--- config.mk ---
export PLATFORM = sky130hd
export DESIGN_NAME = i2c_master_bus_collision
export DESIGN_NICKNAME = d
export VERILOG_FILES = /design/src/core/i2c_coll_pkg.sv /design/src/core/i2c_master_bus_collision.sv
export VERILOG_INCLUDE_DIRS = /design/src /design/src/core
export SDC_FILE = /design/constraint.sdc
export NUM_CORES = 1
export LEC_CHECK = 0
export BUFFER_PORTS_ARGS = -buffer_cell sky130_fd_sc_hd__buf_4
export CORE_MARGIN = 2
export CORE_UTILIZATION = 32
export DETAILED_ROUTE_END_ITERATION = 16
export HOLD_SLACK_MARGIN = 0.12
export PLACE_DENSITY = 0.56
export SLEW_MARGIN = 40
export SYNTH_ARGS = -nofsm -noshare
export SYNTH_HDL_FRONTEND = slang
export SYNTH_SLANG_ARGS = --single-unit
--- constraint.sdc ---
create_clock -name MCLK_IN -period 2.82 [get_ports MCLK_IN]
set_input_delay 0.423 -clock MCLK_IN [delete_from_list [all_inputs] [get_ports MCLK_IN]]
set_output_delay 0.423 -clock MCLK_IN [all_outputs]
set_load 0.03 [all_outputs]
--- src/core/i2c_coll_defs.svh ---
// Register offsets, field positions and reset values of the collision-aware master port.
// Assumes a 32-bit APB slave with byte addresses; included by its bare name.
//
// How it works
// - Released one read low: collision, go idle
// - Byte collision: halt, clear full, release lines
// - Sequence collision: abort, release, clear enable bit
// - After collision, stop on bus sets event
// - Buffer write starts at first data bit
// - Start and stop detection raise events
// - Line low at start begin: collision
// - Start counts with data high; clock low collides
// - Data low in first count: drive early
// - Second start count ignores clock, then clock low
// - Repeated start: data low at clock high collides
// - Data fall fine; clock fall undriven collides
// - Both high at timeout: data low, recount
// - Stop: data low after timeout collides
// - Stop: clock low before data release collides
// - Counter waits for clock high, then reloads
`ifndef I2C_COLL_DEFS_SVH
`define I2C_COLL_DEFS_SVH
// ==========================================
// Register byte offsets
`define OFS_SEQ_CTRL 8'h00
`define OFS_RATE 8'h04
`define OFS_XFER_BUF 8'h08
`define OFS_PORT_STAT 8'h0C
`define OFS_IRQ_STAT 8'h10
`define OFS_IRQ_MASK 8'h14
// ==========================================
// Sequence control fields
`define SEQ_START 0
`define SEQ_RSTART 1
`define SEQ_STOP 2
`define SEQ_ACK 3
`define SEQ_ACK_DATA 4
// Port status fields
`define PST_FULL 0
`define PST_START_SEEN 1
`define PST_STOP_SEEN 2
`define PST_ACK_STATUS 3
`define PST_BUSY 4
// Interrupt status and mask fields
`define IRQ_COLL 0
`define IRQ_EVENT 1
`define IRQ_START 2
`define IRQ_STOP 3
// ==========================================
// Reset values
`define RATE_RESET 7'h10
`define MASK_RESET 4'h0
`endif

--- src/core/i2c_coll_pkg.sv ---
// Types shared by the collision-aware two-wire master port.
// Assumes the defs header supplies all numeric constants.
package i2c_coll_pkg;
  // ==========================================
  // Sequencer states, one-hot
  typedef enum logic [14:0] {
    S_IDLE    = 15'h0001,
    S_ST_CHK  = 15'h0002,
    S_ST_CNT1 = 15'h0004,
    S_ST_CNT2 = 15'h0008,
    S_RS_CNT1 = 15'h0010,
    S_RS_WAIT = 15'h0020,
    S_RS_CNT2 = 15'h0040,
    S_RS_CNT3 = 15'h0080,
    S_SP_LOW  = 15'h0100,
    S_SP_WAIT = 15'h0200,
    S_SP_CNT1 = 15'h0400,
    S_SP_CNT2 = 15'h0800,
    S_BIT_LOW = 15'h1000,
    S_BIT_WAIT = 15'h2000,
    S_BIT_HIGH = 15'h4000
  } seq_state_t;
  // Filtered levels of both bus lines
  typedef struct packed {
    logic scl;
    logic sda;
  } bus_lines_t;
endpackage

--- src/core/i2c_master_bus_collision.sv ---
// Two-wire master port with arbitration and bus collision handling, APB registers.
// Assumes open-drain pads outside: OE high pulls the line low; lines come in asynchronous.
//
// Chosen here: the APB slave port and the register offsets.
`timescale 1ns/10ps
`default_nettype none
`include "i2c_coll_defs.svh"
module i2c_master_bus_collision
(
  input wire logic MCLK_IN,
  input wire logic RST_IN,
  input wire logic PSEL_IN,
  input wire logic PENABLE_IN,
  input wire logic PWRITE_IN,
  input wire logic [7:0] PADDR_IN,
  input wire logic [31:0] PWDATA_IN,
  output logic [31:0] PRDATA_OUT,
  output logic PREADY_OUT,
  output logic PSLVERR_OUT,
  input wire logic SCL_IN,
  output logic SCL_OUT,
  output logic SCL_OE_OUT,
  input wire logic SDA_IN,
  output logic SDA_OUT,
  output logic SDA_OE_OUT,
  output logic IRQ_OUT,
  output i2c_coll_pkg::bus_lines_t LINES_OUT
);
  import i2c_coll_pkg::*;

  // ==========================================
  // Declarations
  logic [1:0] sync1;
  logic [1:0] sync2;
  logic [1:0] sync3;
  bus_lines_t lvl;
  bus_lines_t lvl_prev;
  seq_state_t state;
  logic [6:0] rate_reload_value;
  logic [6:0] rate_counter;
  logic [4:0] sequence_control_register;
  logic [3:0] irq_stat;
  logic [3:0] irq_mask;
  logic buffer_full_flag;
  logic [7:0] transfer_buffer;
  logic [8:0] shifter;
  logic [3:0] bits_left;
  logic arb_all;
  logic ack_status;
  logic start_seen;
  logic stop_seen;
  logic after_coll;
  logic scl_drv;
  logic sda_drv;
  logic rate_zero;
  logic coll;
  logic arb_check;
  logic start_det;
  logic stop_det;
  logic [4:0] seq_clr;
  logic done_any;
  logic apb_wr;
  logic apb_rd;
  logic mapped;
  logic idle;
  logic buf_go;
  logic [31:0] next_rdata;
  logic [3:0] next_irq_set;

  // ==========================================
  // Line synchronisers
  // Three stages; a level counts only once stages two and three agree
  always_ff @(posedge MCLK_IN)
  begin
    if (RST_IN)
    begin
      sync1 <= 2'h3;
      sync2 <= 2'h3;
      sync3 <= 2'h3;
    end
    else
    begin
      sync1 <= {SCL_IN, SDA_IN};
      sync2 <= sync1;
      sync3 <= sync2;
    end
  end

  // Filtered levels and the previous sample for condition detection
  always_ff @(posedge MCLK_IN)
  begin
    if (RST_IN)
    begin
      lvl <= '{scl: 1'b1, sda: 1'b1};
      lvl_prev <= '{scl: 1'b1, sda: 1'b1};
    end
    else
    begin
      if (sync2 == sync3)
      begin
        lvl <= sync3;
      end
      lvl_prev <= lvl;
    end
  end

  // Start and stop seen on the bus, whoever made them
  assign start_det = lvl.scl && lvl_prev.scl && lvl_prev.sda && !lvl.sda;
  assign stop_det = lvl.scl && lvl_prev.scl && !lvl_prev.sda && lvl.sda;

  // ==========================================
  // Bus access decode
  assign apb_wr = PSEL_IN && PENABLE_IN && PWRITE_IN;
  assign apb_rd = PSEL_IN && PENABLE_IN && !PWRITE_IN;
  assign idle = (state == S_IDLE);
  // Buffer writes only taken while idle with no sequence pending
  assign buf_go = apb_wr && PADDR_IN == `OFS_XFER_BUF && idle
    && sequence_control_register[3:0] == 4'h0;

  always_comb
  begin
    mapped = 1'b1;
    next_rdata = 32'h0000_0000;
    case (PADDR_IN)
      `OFS_SEQ_CTRL: next_rdata = {27'h0, sequence_control_register};
      `OFS_RATE: next_rdata = {25'h0, rate_reload_value};
      `OFS_XFER_BUF: next_rdata = {24'h0, transfer_buffer};
      `OFS_PORT_STAT: next_rdata = {27'h0, !idle, ack_status, stop_seen, start_seen,
        buffer_full_flag};
      `OFS_IRQ_STAT: next_rdata = {28'h0, irq_stat};
      `OFS_IRQ_MASK: next_rdata = {28'h0, irq_mask};
      default: mapped = 1'b0;
    endcase
  end

  // Zero wait states; unmapped addresses answer with an error
  assign PREADY_OUT = 1'b1;
  assign PSLVERR_OUT = PSEL_IN && PENABLE_IN && !mapped;

  // Read data latched in the setup cycle so it comes from a flop
  always_ff @(posedge MCLK_IN)
  begin
    if (RST_IN)
    begin
      PRDATA_OUT <= 32'h0000_0000;
    end
    else if (PSEL_IN && !PENABLE_IN)
    begin
      PRDATA_OUT <= next_rdata;
    end
  end

  // Writable configuration
  always_ff @(posedge MCLK_IN)
  begin
    if (RST_IN)
    begin
      rate_reload_value <= `RATE_RESET;
      irq_mask <= `MASK_RESET;
      transfer_buffer <= 8'h00;
    end
    else
    begin
      if (apb_wr && PADDR_IN == `OFS_RATE)
      begin
        rate_reload_value <= PWDATA_IN[6:0];
      end
      if (apb_wr && PADDR_IN == `OFS_IRQ_MASK)
      begin
        irq_mask <= PWDATA_IN[3:0];
      end
      if (buf_go)
      begin
        transfer_buffer <= PWDATA_IN[7:0];
      end
    end
  end

  // ==========================================
  // Collision detection per sequencer state
  assign rate_zero = (rate_counter == 7'h00);
  assign arb_check = arb_all || bits_left != 4'h0;

  always_comb
  begin
    coll = 1'b0;
    case (state)
      S_ST_CHK: coll = !lvl.sda || !lvl.scl;
      S_ST_CNT1: coll = lvl.sda && !lvl.scl;
      S_RS_WAIT: coll = lvl.scl && !lvl.sda;
      S_RS_CNT2: coll = !lvl.scl && lvl.sda;
      S_SP_CNT1: coll = !lvl.scl;
      S_SP_CNT2: coll = rate_zero && !lvl.sda;
      // Only a released one can lose; the acknowledge slot belongs to the slave
      S_BIT_HIGH: coll = arb_check && shifter[8] && !lvl.sda;
      default: coll = 1'b0;
    endcase
  end

  // Sequence completions clear their enable bit and raise the event
  always_comb
  begin
    seq_clr = 5'h00;
    done_any = 1'b0;
    if (coll)
    begin
      seq_clr = 5'h0F;
    end
    else if (rate_zero)
    begin
      case (state)
        S_ST_CNT2: seq_clr[`SEQ_START] = 1'b1;
        S_RS_CNT3: seq_clr[`SEQ_RSTART] = 1'b1;
        S_SP_CNT2: seq_clr[`SEQ_STOP] = 1'b1;
        S_BIT_HIGH: seq_clr[`SEQ_ACK] = arb_all && bits_left == 4'h0;
        default: seq_clr = 5'h00;
      endcase
      done_any = (state == S_ST_CNT2) || (state == S_RS_CNT3) || (state == S_SP_CNT2)
        || (state == S_BIT_HIGH && bits_left == 4'h0);
    end
  end

  // Sequence enables: taken only while idle, cleared by hardware
  always_ff @(posedge MCLK_IN)
  begin
    if (RST_IN)
    begin
      sequence_control_register <= 5'h00;
    end
    else if (apb_wr && PADDR_IN == `OFS_SEQ_CTRL && idle)
    begin
      sequence_control_register <= PWDATA_IN[4:0];
    end
    else
    begin
      sequence_control_register <= sequence_control_register & ~seq_clr;
    end
  end

  // Buffer full: set by an accepted write, cleared at byte end or collision
  always_ff @(posedge MCLK_IN)
  begin
    if (RST_IN)
    begin
      buffer_full_flag <= 1'b0;
    end
    else if (buf_go)
    begin
      buffer_full_flag <= 1'b1;
    end
    else if (coll || (state == S_BIT_HIGH && rate_zero && bits_left == 4'h0 && !arb_all))
    begin
      buffer_full_flag <= 1'b0;
    end
  end

  // ==========================================
  // Sequencer with rate counter
  // Counter is owned here so load and count never race
  always_ff @(posedge MCLK_IN)
  begin
    if (RST_IN)
    begin
      state <= S_IDLE;
      rate_counter <= 7'h00;
      scl_drv <= 1'b0;
      sda_drv <= 1'b0;
      shifter <= 9'h000;
      bits_left <= 4'h0;
      arb_all <= 1'b0;
      ack_status <= 1'b0;
    end
    else if (coll)
    begin
      state <= S_IDLE;
      scl_drv <= 1'b0;
      sda_drv <= 1'b0;
    end
    else
    begin
      if (!rate_zero)
      begin
        rate_counter <= rate_counter - 7'h01;
      end
      case (state)
        S_IDLE:
        begin
          if (sequence_control_register[`SEQ_START])
          begin
            scl_drv <= 1'b0;
            sda_drv <= 1'b0;
            state <= S_ST_CHK;
          end
          else if (sequence_control_register[`SEQ_RSTART])
          begin
            sda_drv <= 1'b0;
            rate_counter <= rate_reload_value;
            state <= S_RS_CNT1;
          end
          else if (sequence_control_register[`SEQ_STOP])
          begin
            sda_drv <= 1'b1;
            state <= S_SP_LOW;
          end
          else if (sequence_control_register[`SEQ_ACK])
          begin
            shifter <= {sequence_control_register[`SEQ_ACK_DATA], 8'hFF};
            sda_drv <= !sequence_control_register[`SEQ_ACK_DATA];
            scl_drv <= 1'b1;
            bits_left <= 4'h0;
            arb_all <= 1'b1;
            rate_counter <= rate_reload_value;
            state <= S_BIT_LOW;
          end
          else if (buf_go)
          begin
            // Always restart from the first data bit, plus a released acknowledge slot
            shifter <= {PWDATA_IN[7:0], 1'b1};
            sda_drv <= !PWDATA_IN[7];
            scl_drv <= 1'b1;
            bits_left <= 4'h8;
            arb_all <= 1'b0;
            rate_counter <= rate_reload_value;
            state <= S_BIT_LOW;
          end
        end
        S_ST_CHK:
        begin
          rate_counter <= rate_reload_value;
          state <= S_ST_CNT1;
        end
        S_ST_CNT1:
        begin
          // Another master's start: follow it at once, not a collision
          if (!lvl.sda || rate_zero)
          begin
            sda_drv <= 1'b1;
            rate_counter <= rate_reload_value;
            state <= S_ST_CNT2;
          end
        end
        S_ST_CNT2:
        begin
          if (rate_zero)
          begin
            scl_drv <= 1'b1;
            state <= S_IDLE;
          end
        end
        S_RS_CNT1:
        begin
          if (rate_zero)
          begin
            scl_drv <= 1'b0;
            state <= S_RS_WAIT;
          end
        end
        S_RS_WAIT:
        begin
          // Counter suspended until the clock really rises
          if (lvl.scl)
          begin
            rate_counter <= rate_reload_value;
            state <= S_RS_CNT2;
          end
        end
        S_RS_CNT2:
        begin
          if (rate_zero)
          begin
            sda_drv <= 1'b1;
            rate_counter <= rate_reload_value;
            state <= S_RS_CNT3;
          end
        end
        S_RS_CNT3:
        begin
          if (rate_zero)
          begin
            scl_drv <= 1'b1;
            state <= S_IDLE;
          end
        end
        S_SP_LOW:
        begin
          if (!lvl.sda)
          begin
            scl_drv <= 1'b0;
            state <= S_SP_WAIT;
          end
        end
        S_SP_WAIT:
        begin
          if (lvl.scl)
          begin
            rate_counter <= rate_reload_value;
            state <= S_SP_CNT1;
          end
        end
        S_SP_CNT1:
        begin
          if (rate_zero)
          begin
            sda_drv <= 1'b0;
            rate_counter <= rate_reload_value;
            state <= S_SP_CNT2;
          end
        end
        S_SP_CNT2:
        begin
          if (rate_zero)
          begin
            state <= S_IDLE;
          end
        end
        S_BIT_LOW:
        begin
          if (rate_zero)
          begin
            scl_drv <= 1'b0;
            state <= S_BIT_WAIT;
          end
        end
        S_BIT_WAIT:
        begin
          // A slave may stretch the clock; the high time starts when seen high
          if (lvl.scl)
          begin
            rate_counter <= rate_reload_value;
            state <= S_BIT_HIGH;
          end
        end
        S_BIT_HIGH:
        begin
          if (rate_zero)
          begin
            scl_drv <= 1'b1;
            if (bits_left == 4'h0)
            begin
              if (!arb_all)
              begin
                ack_status <= lvl.sda;
              end
              sda_drv <= 1'b0;
              state <= S_IDLE;
            end
            else
            begin
              shifter <= {shifter[7:0], 1'b1};
              sda_drv <= !shifter[7];
              bits_left <= bits_left - 4'h1;
              rate_counter <= rate_reload_value;
              state <= S_BIT_LOW;
            end
          end
        end
        default:
        begin
          state <= S_IDLE;
        end
      endcase
    end
  end

  // ==========================================
  // Bus state watch
  // Bus busy from a start until a stop; after a collision wait for the stop
  always_ff @(posedge MCLK_IN)
  begin
    if (RST_IN)
    begin
      start_seen <= 1'b0;
      stop_seen <= 1'b0;
      after_coll <= 1'b0;
    end
    else
    begin
      if (start_det)
      begin
        start_seen <= 1'b1;
        stop_seen <= 1'b0;
      end
      else if (stop_det)
      begin
        start_seen <= 1'b0;
        stop_seen <= 1'b1;
      end
      if (coll)
      begin
        after_coll <= 1'b1;
      end
      else if (stop_det)
      begin
        after_coll <= 1'b0;
      end
    end
  end

  // ==========================================
  // Interrupt status: read clears, a new event in the same cycle wins
  always_comb
  begin
    next_irq_set = 4'h0;
    next_irq_set[`IRQ_COLL] = coll;
    next_irq_set[`IRQ_EVENT] = done_any || (after_coll && stop_det);
    next_irq_set[`IRQ_START] = start_det;
    next_irq_set[`IRQ_STOP] = stop_det;
  end

  always_ff @(posedge MCLK_IN)
  begin
    if (RST_IN)
    begin
      irq_stat <= 4'h0;
    end
    else if (apb_rd && PADDR_IN == `OFS_IRQ_STAT)
    begin
      // Clear only what the read reported; a bit set since the setup cycle survives
      irq_stat <= (irq_stat & ~PRDATA_OUT[3:0]) | next_irq_set;
    end
    else
    begin
      irq_stat <= irq_stat | next_irq_set;
    end
  end

  assign IRQ_OUT = |(irq_stat & irq_mask);

  // Open-drain pads: output level fixed low, enable pulls the line
  assign SCL_OUT = 1'b0;
  assign SDA_OUT = 1'b0;
  assign SCL_OE_OUT = scl_drv;
  assign SDA_OE_OUT = sda_drv;
  assign LINES_OUT = lvl;
endmodule
`default_nettype wire

==> results.ini <==
[status]
status=complete, no violations

[power]
p_per_area_mw_per_mm2=764.2
power.leakage_nw=2.575
peakVddDrop_mv=0.5124
power_frac_seq_pct=30.4
comb_power_share_pct=45.0
power_frac_clock_pct=24.6
intPower_mw=3.108
switching_share_pct=37.58
finalPower_mw=4.979
switching_power_mw=1.871

[hold_path]
min_path_type=in2reg

[yosys]
ys.flop_type=dfxtp_1
synth_edf_count=0
yosysWarnings=0
syn_inst=657
netlist_area_mm2=0.005313
synth_top_area_cell=dfxtp_1
avgSynthCellArea_um2=8.086
synth_seq_cells=89
ys_async_sr_fraction_pct=0
ys_types=69
synth_area_leaders=dfxtp_1 (34%), nor2_1 (6.6%), mux2i_1 (6.4%)
yosysSeqAreaShare_pct=33.54
synth_top_area_share_pct=33.54

[sta]
finalHoldViolations=0
tns_ns=0
achievable-frequency_ghz=0.3694
period_share_pct=95.99
relSlewSlack_pct=51.36
fin_crit_ns=2.707
worst_pin_slew_ns=0.7296
slew_violations=0
fin_ws_ns=0.1129
final-setup-viol-count=0
fin_worst_skew_ns=0.009089

[setup_path]
arrival_ns=2.97
path_cells=buf_4 -> or4b_2 -> or4_4 -> nor2_1 -> nor4_2 -> o22ai_2 -> buf_4 -> a21oi_1 -> o32ai_1
cp.required_ns=3.08
start_kind=flip-flop
criticalPathCategory=reg2reg
slowest_delay_ns=0.65
slowest_stage=or4b_2
path_common_cell=buf_4
critPathMaxFanout=8
end_kind=flip-flop

[die]
dieWidth_um=132.9
core_mm2=0.01641
ios=88
std_cell_rows=47
die_area_mm2=0.01765
start_util_pct=32.38
die_y_um=132.9

[cts]
clock_latency_ns=0.35
cts_hold_repair.buffers=0
cts_tree=built
cts_made_buffers=9
cts_sinks=89
clk_pin_slew_ns=0.07
htree_levels=3
cts_root_buf=clkbuf_16
cts_max_path_buffers=2

[route]
ant_nets=0
drt_iter0_drc=363
wl_um=16810
wl_per_cell_um=17.49
drc=0
vias_per_cell=5.379
vias=5169
drt-pass1-iter-count=6

[place]
gp_congestion=0.8670
postPlaceCellArea_mm2=0.006161
place_ws_ns=-0.03425
portBuffers=36
hpwl_um=12760

[finish]
syn_to_final_growth_pct=22.66
mostFrequentLayoutCell=buf_4
final_util_pct=39.72
diodes=0
fillers=1653
final_cell_area_mm2=0.006516
layout_common_cells=buf_4 (113), nor2_1 (93), dfxtp_1 (85)
regArea_mm2=0.001787
multiInputGateArea_mm2=0.003183
drive_above_1_share_pct=24.29
fin_nets=786

[global_routing]
grt_pass1_wl_um=26300
grt_max_degree=74
grt_pass1_vias=4800
grt_usage_pct=18.94
grt_overflow_total=0
antenna_found_initial=0

[job]
drv_cap=0

[sequential cells by signal, indices dropped and copies added (netlist names), 4 cells and up]
signal	flops
rate_counter	7
state	15
PRDATA_OUT	8
irq_stat	4
irq_mask	4
transfer_buffer	8
bits_left	4
sequence_control_register	5
rate_reload_value	7
shifter	9
[per-stage QoR]
step | hold WS (ns) | cells
CTS | 0.2492 | 960
global placement | 0.4058 | 944
detailed placement | 0.3987 | 944
floorplan | 0.3895 | 682
global route | 0.2491 | 961
finish | 0.2573 | 961
[worst max-delay path, delay by kind of cell, from the launching register on]
kind | cells | cell delay, ns
and+or+nand+nor | 4 | 1.36
DFF | 1 | 0.34
AOI/OAI and AO/OA | 3 | 0.51
buffers and inverters | 2 | 0.41
[synthesized netlist by cell type (3+ instances only)]
library cell	instances
nand2_1	48
a21oi_1	38
or2_2	11
a22oi_1	9
o32ai_1	3
nor4b_1	7
o21ai_0	17
nor3_1	34
or4_1	6
buf_6	3
and3_1	6
nor2_1	93
a211oi_1	9
buf_4	32
buf_2	15
nor4_2	4
and2_1	3
nand3_1	26
nor4_1	12
or3_1	8
mux4_2	5
nor2b_1	4
nor3b_1	5
nand3b_1	4
ha_1	3
nand4_1	12
nand2b_1	7
clkbuf_1	23
a31oi_1	9
nand4b_1	6
inv_1	15
dfxtp_1	89
mux2i_1	34
xor2_1	6
[path summary, 6_finish.rpt]
path                   from         endpoint  slack, ns  cells after the start
setup reg to reg  state[10]  rate_counter[6]       0.11                      9
hold / removal       SDA_IN         sync1[0]       0.26                      2
hold reg to reg    sync1[1]         sync2[1]       0.41                      1
setup / recovery  state[10]  rate_counter[6]       0.11                      9
[power groups by stage]
| stage | Sequential [mW] | Combinational (mW) | Clock (mW) |
|---|---|---|---|
| 2_1_floorplan | 1.53 | 1.33 | 0 |
| 3_3_place_gp | 1.52 | 2.16 | 0 |
| 5_1_grt | 1.53 | 2.44 | 1.30 |
| 4_1_cts | 1.50 | 2.18 | 1.25 |
| 3_5_place_dp | 1.52 | 2.18 | 0 |
| 6_report | 1.52 | 2.24 | 1.22 |
[repair_timing]
item                                    in CTS  in global routing
cloned                                       0                  0
setup buffers                                0                  1
pin swaps                                    1                  4
resized for setup                            1                 13
endpoints found under the setup margin       4                 23
[logic make-up (layout without fill, tap and decap cells)]
kind of cell               count (synthesis)  count (layout)  share of synthesized area, %
AOI/OAI and AO/OA                        116             116                         14.79
xor gates and xnor gates                   8               8                         1.319
adders and majority gates                  3               3                        0.7066
buffers and inverters                     89             148                         9.326
DFF                                       89              89                         33.54
muxes                                     39              39                         8.526
other                                      2              27                        0.1414
and+or+nand+nor                          311             311                         31.65
[layer usage]
layer | vias to the layer above | wire length (um) | global-route usage [%]
li1 | 2494 | - | -
met1 | 2482 | 7777 | 26.56
met2 | 173 | 7830 | 30.05
met3 | 20 | 932 | 3.103
met4 | 0 | 269 | 5.376
met5 | - | 0 | 0
[layout make-up]
cell class	count	area share, %
Tap cell	220	4.224
Clock inverter	5	0.9601
Timing Repair Buffer	117	14.11
Multi-Input combinational cell	504	48.85
Clock buffer	11	3.571
Inverter	15	0.8641
Sequential cell	89	27.42
Power figures use the tool's default switching activity.
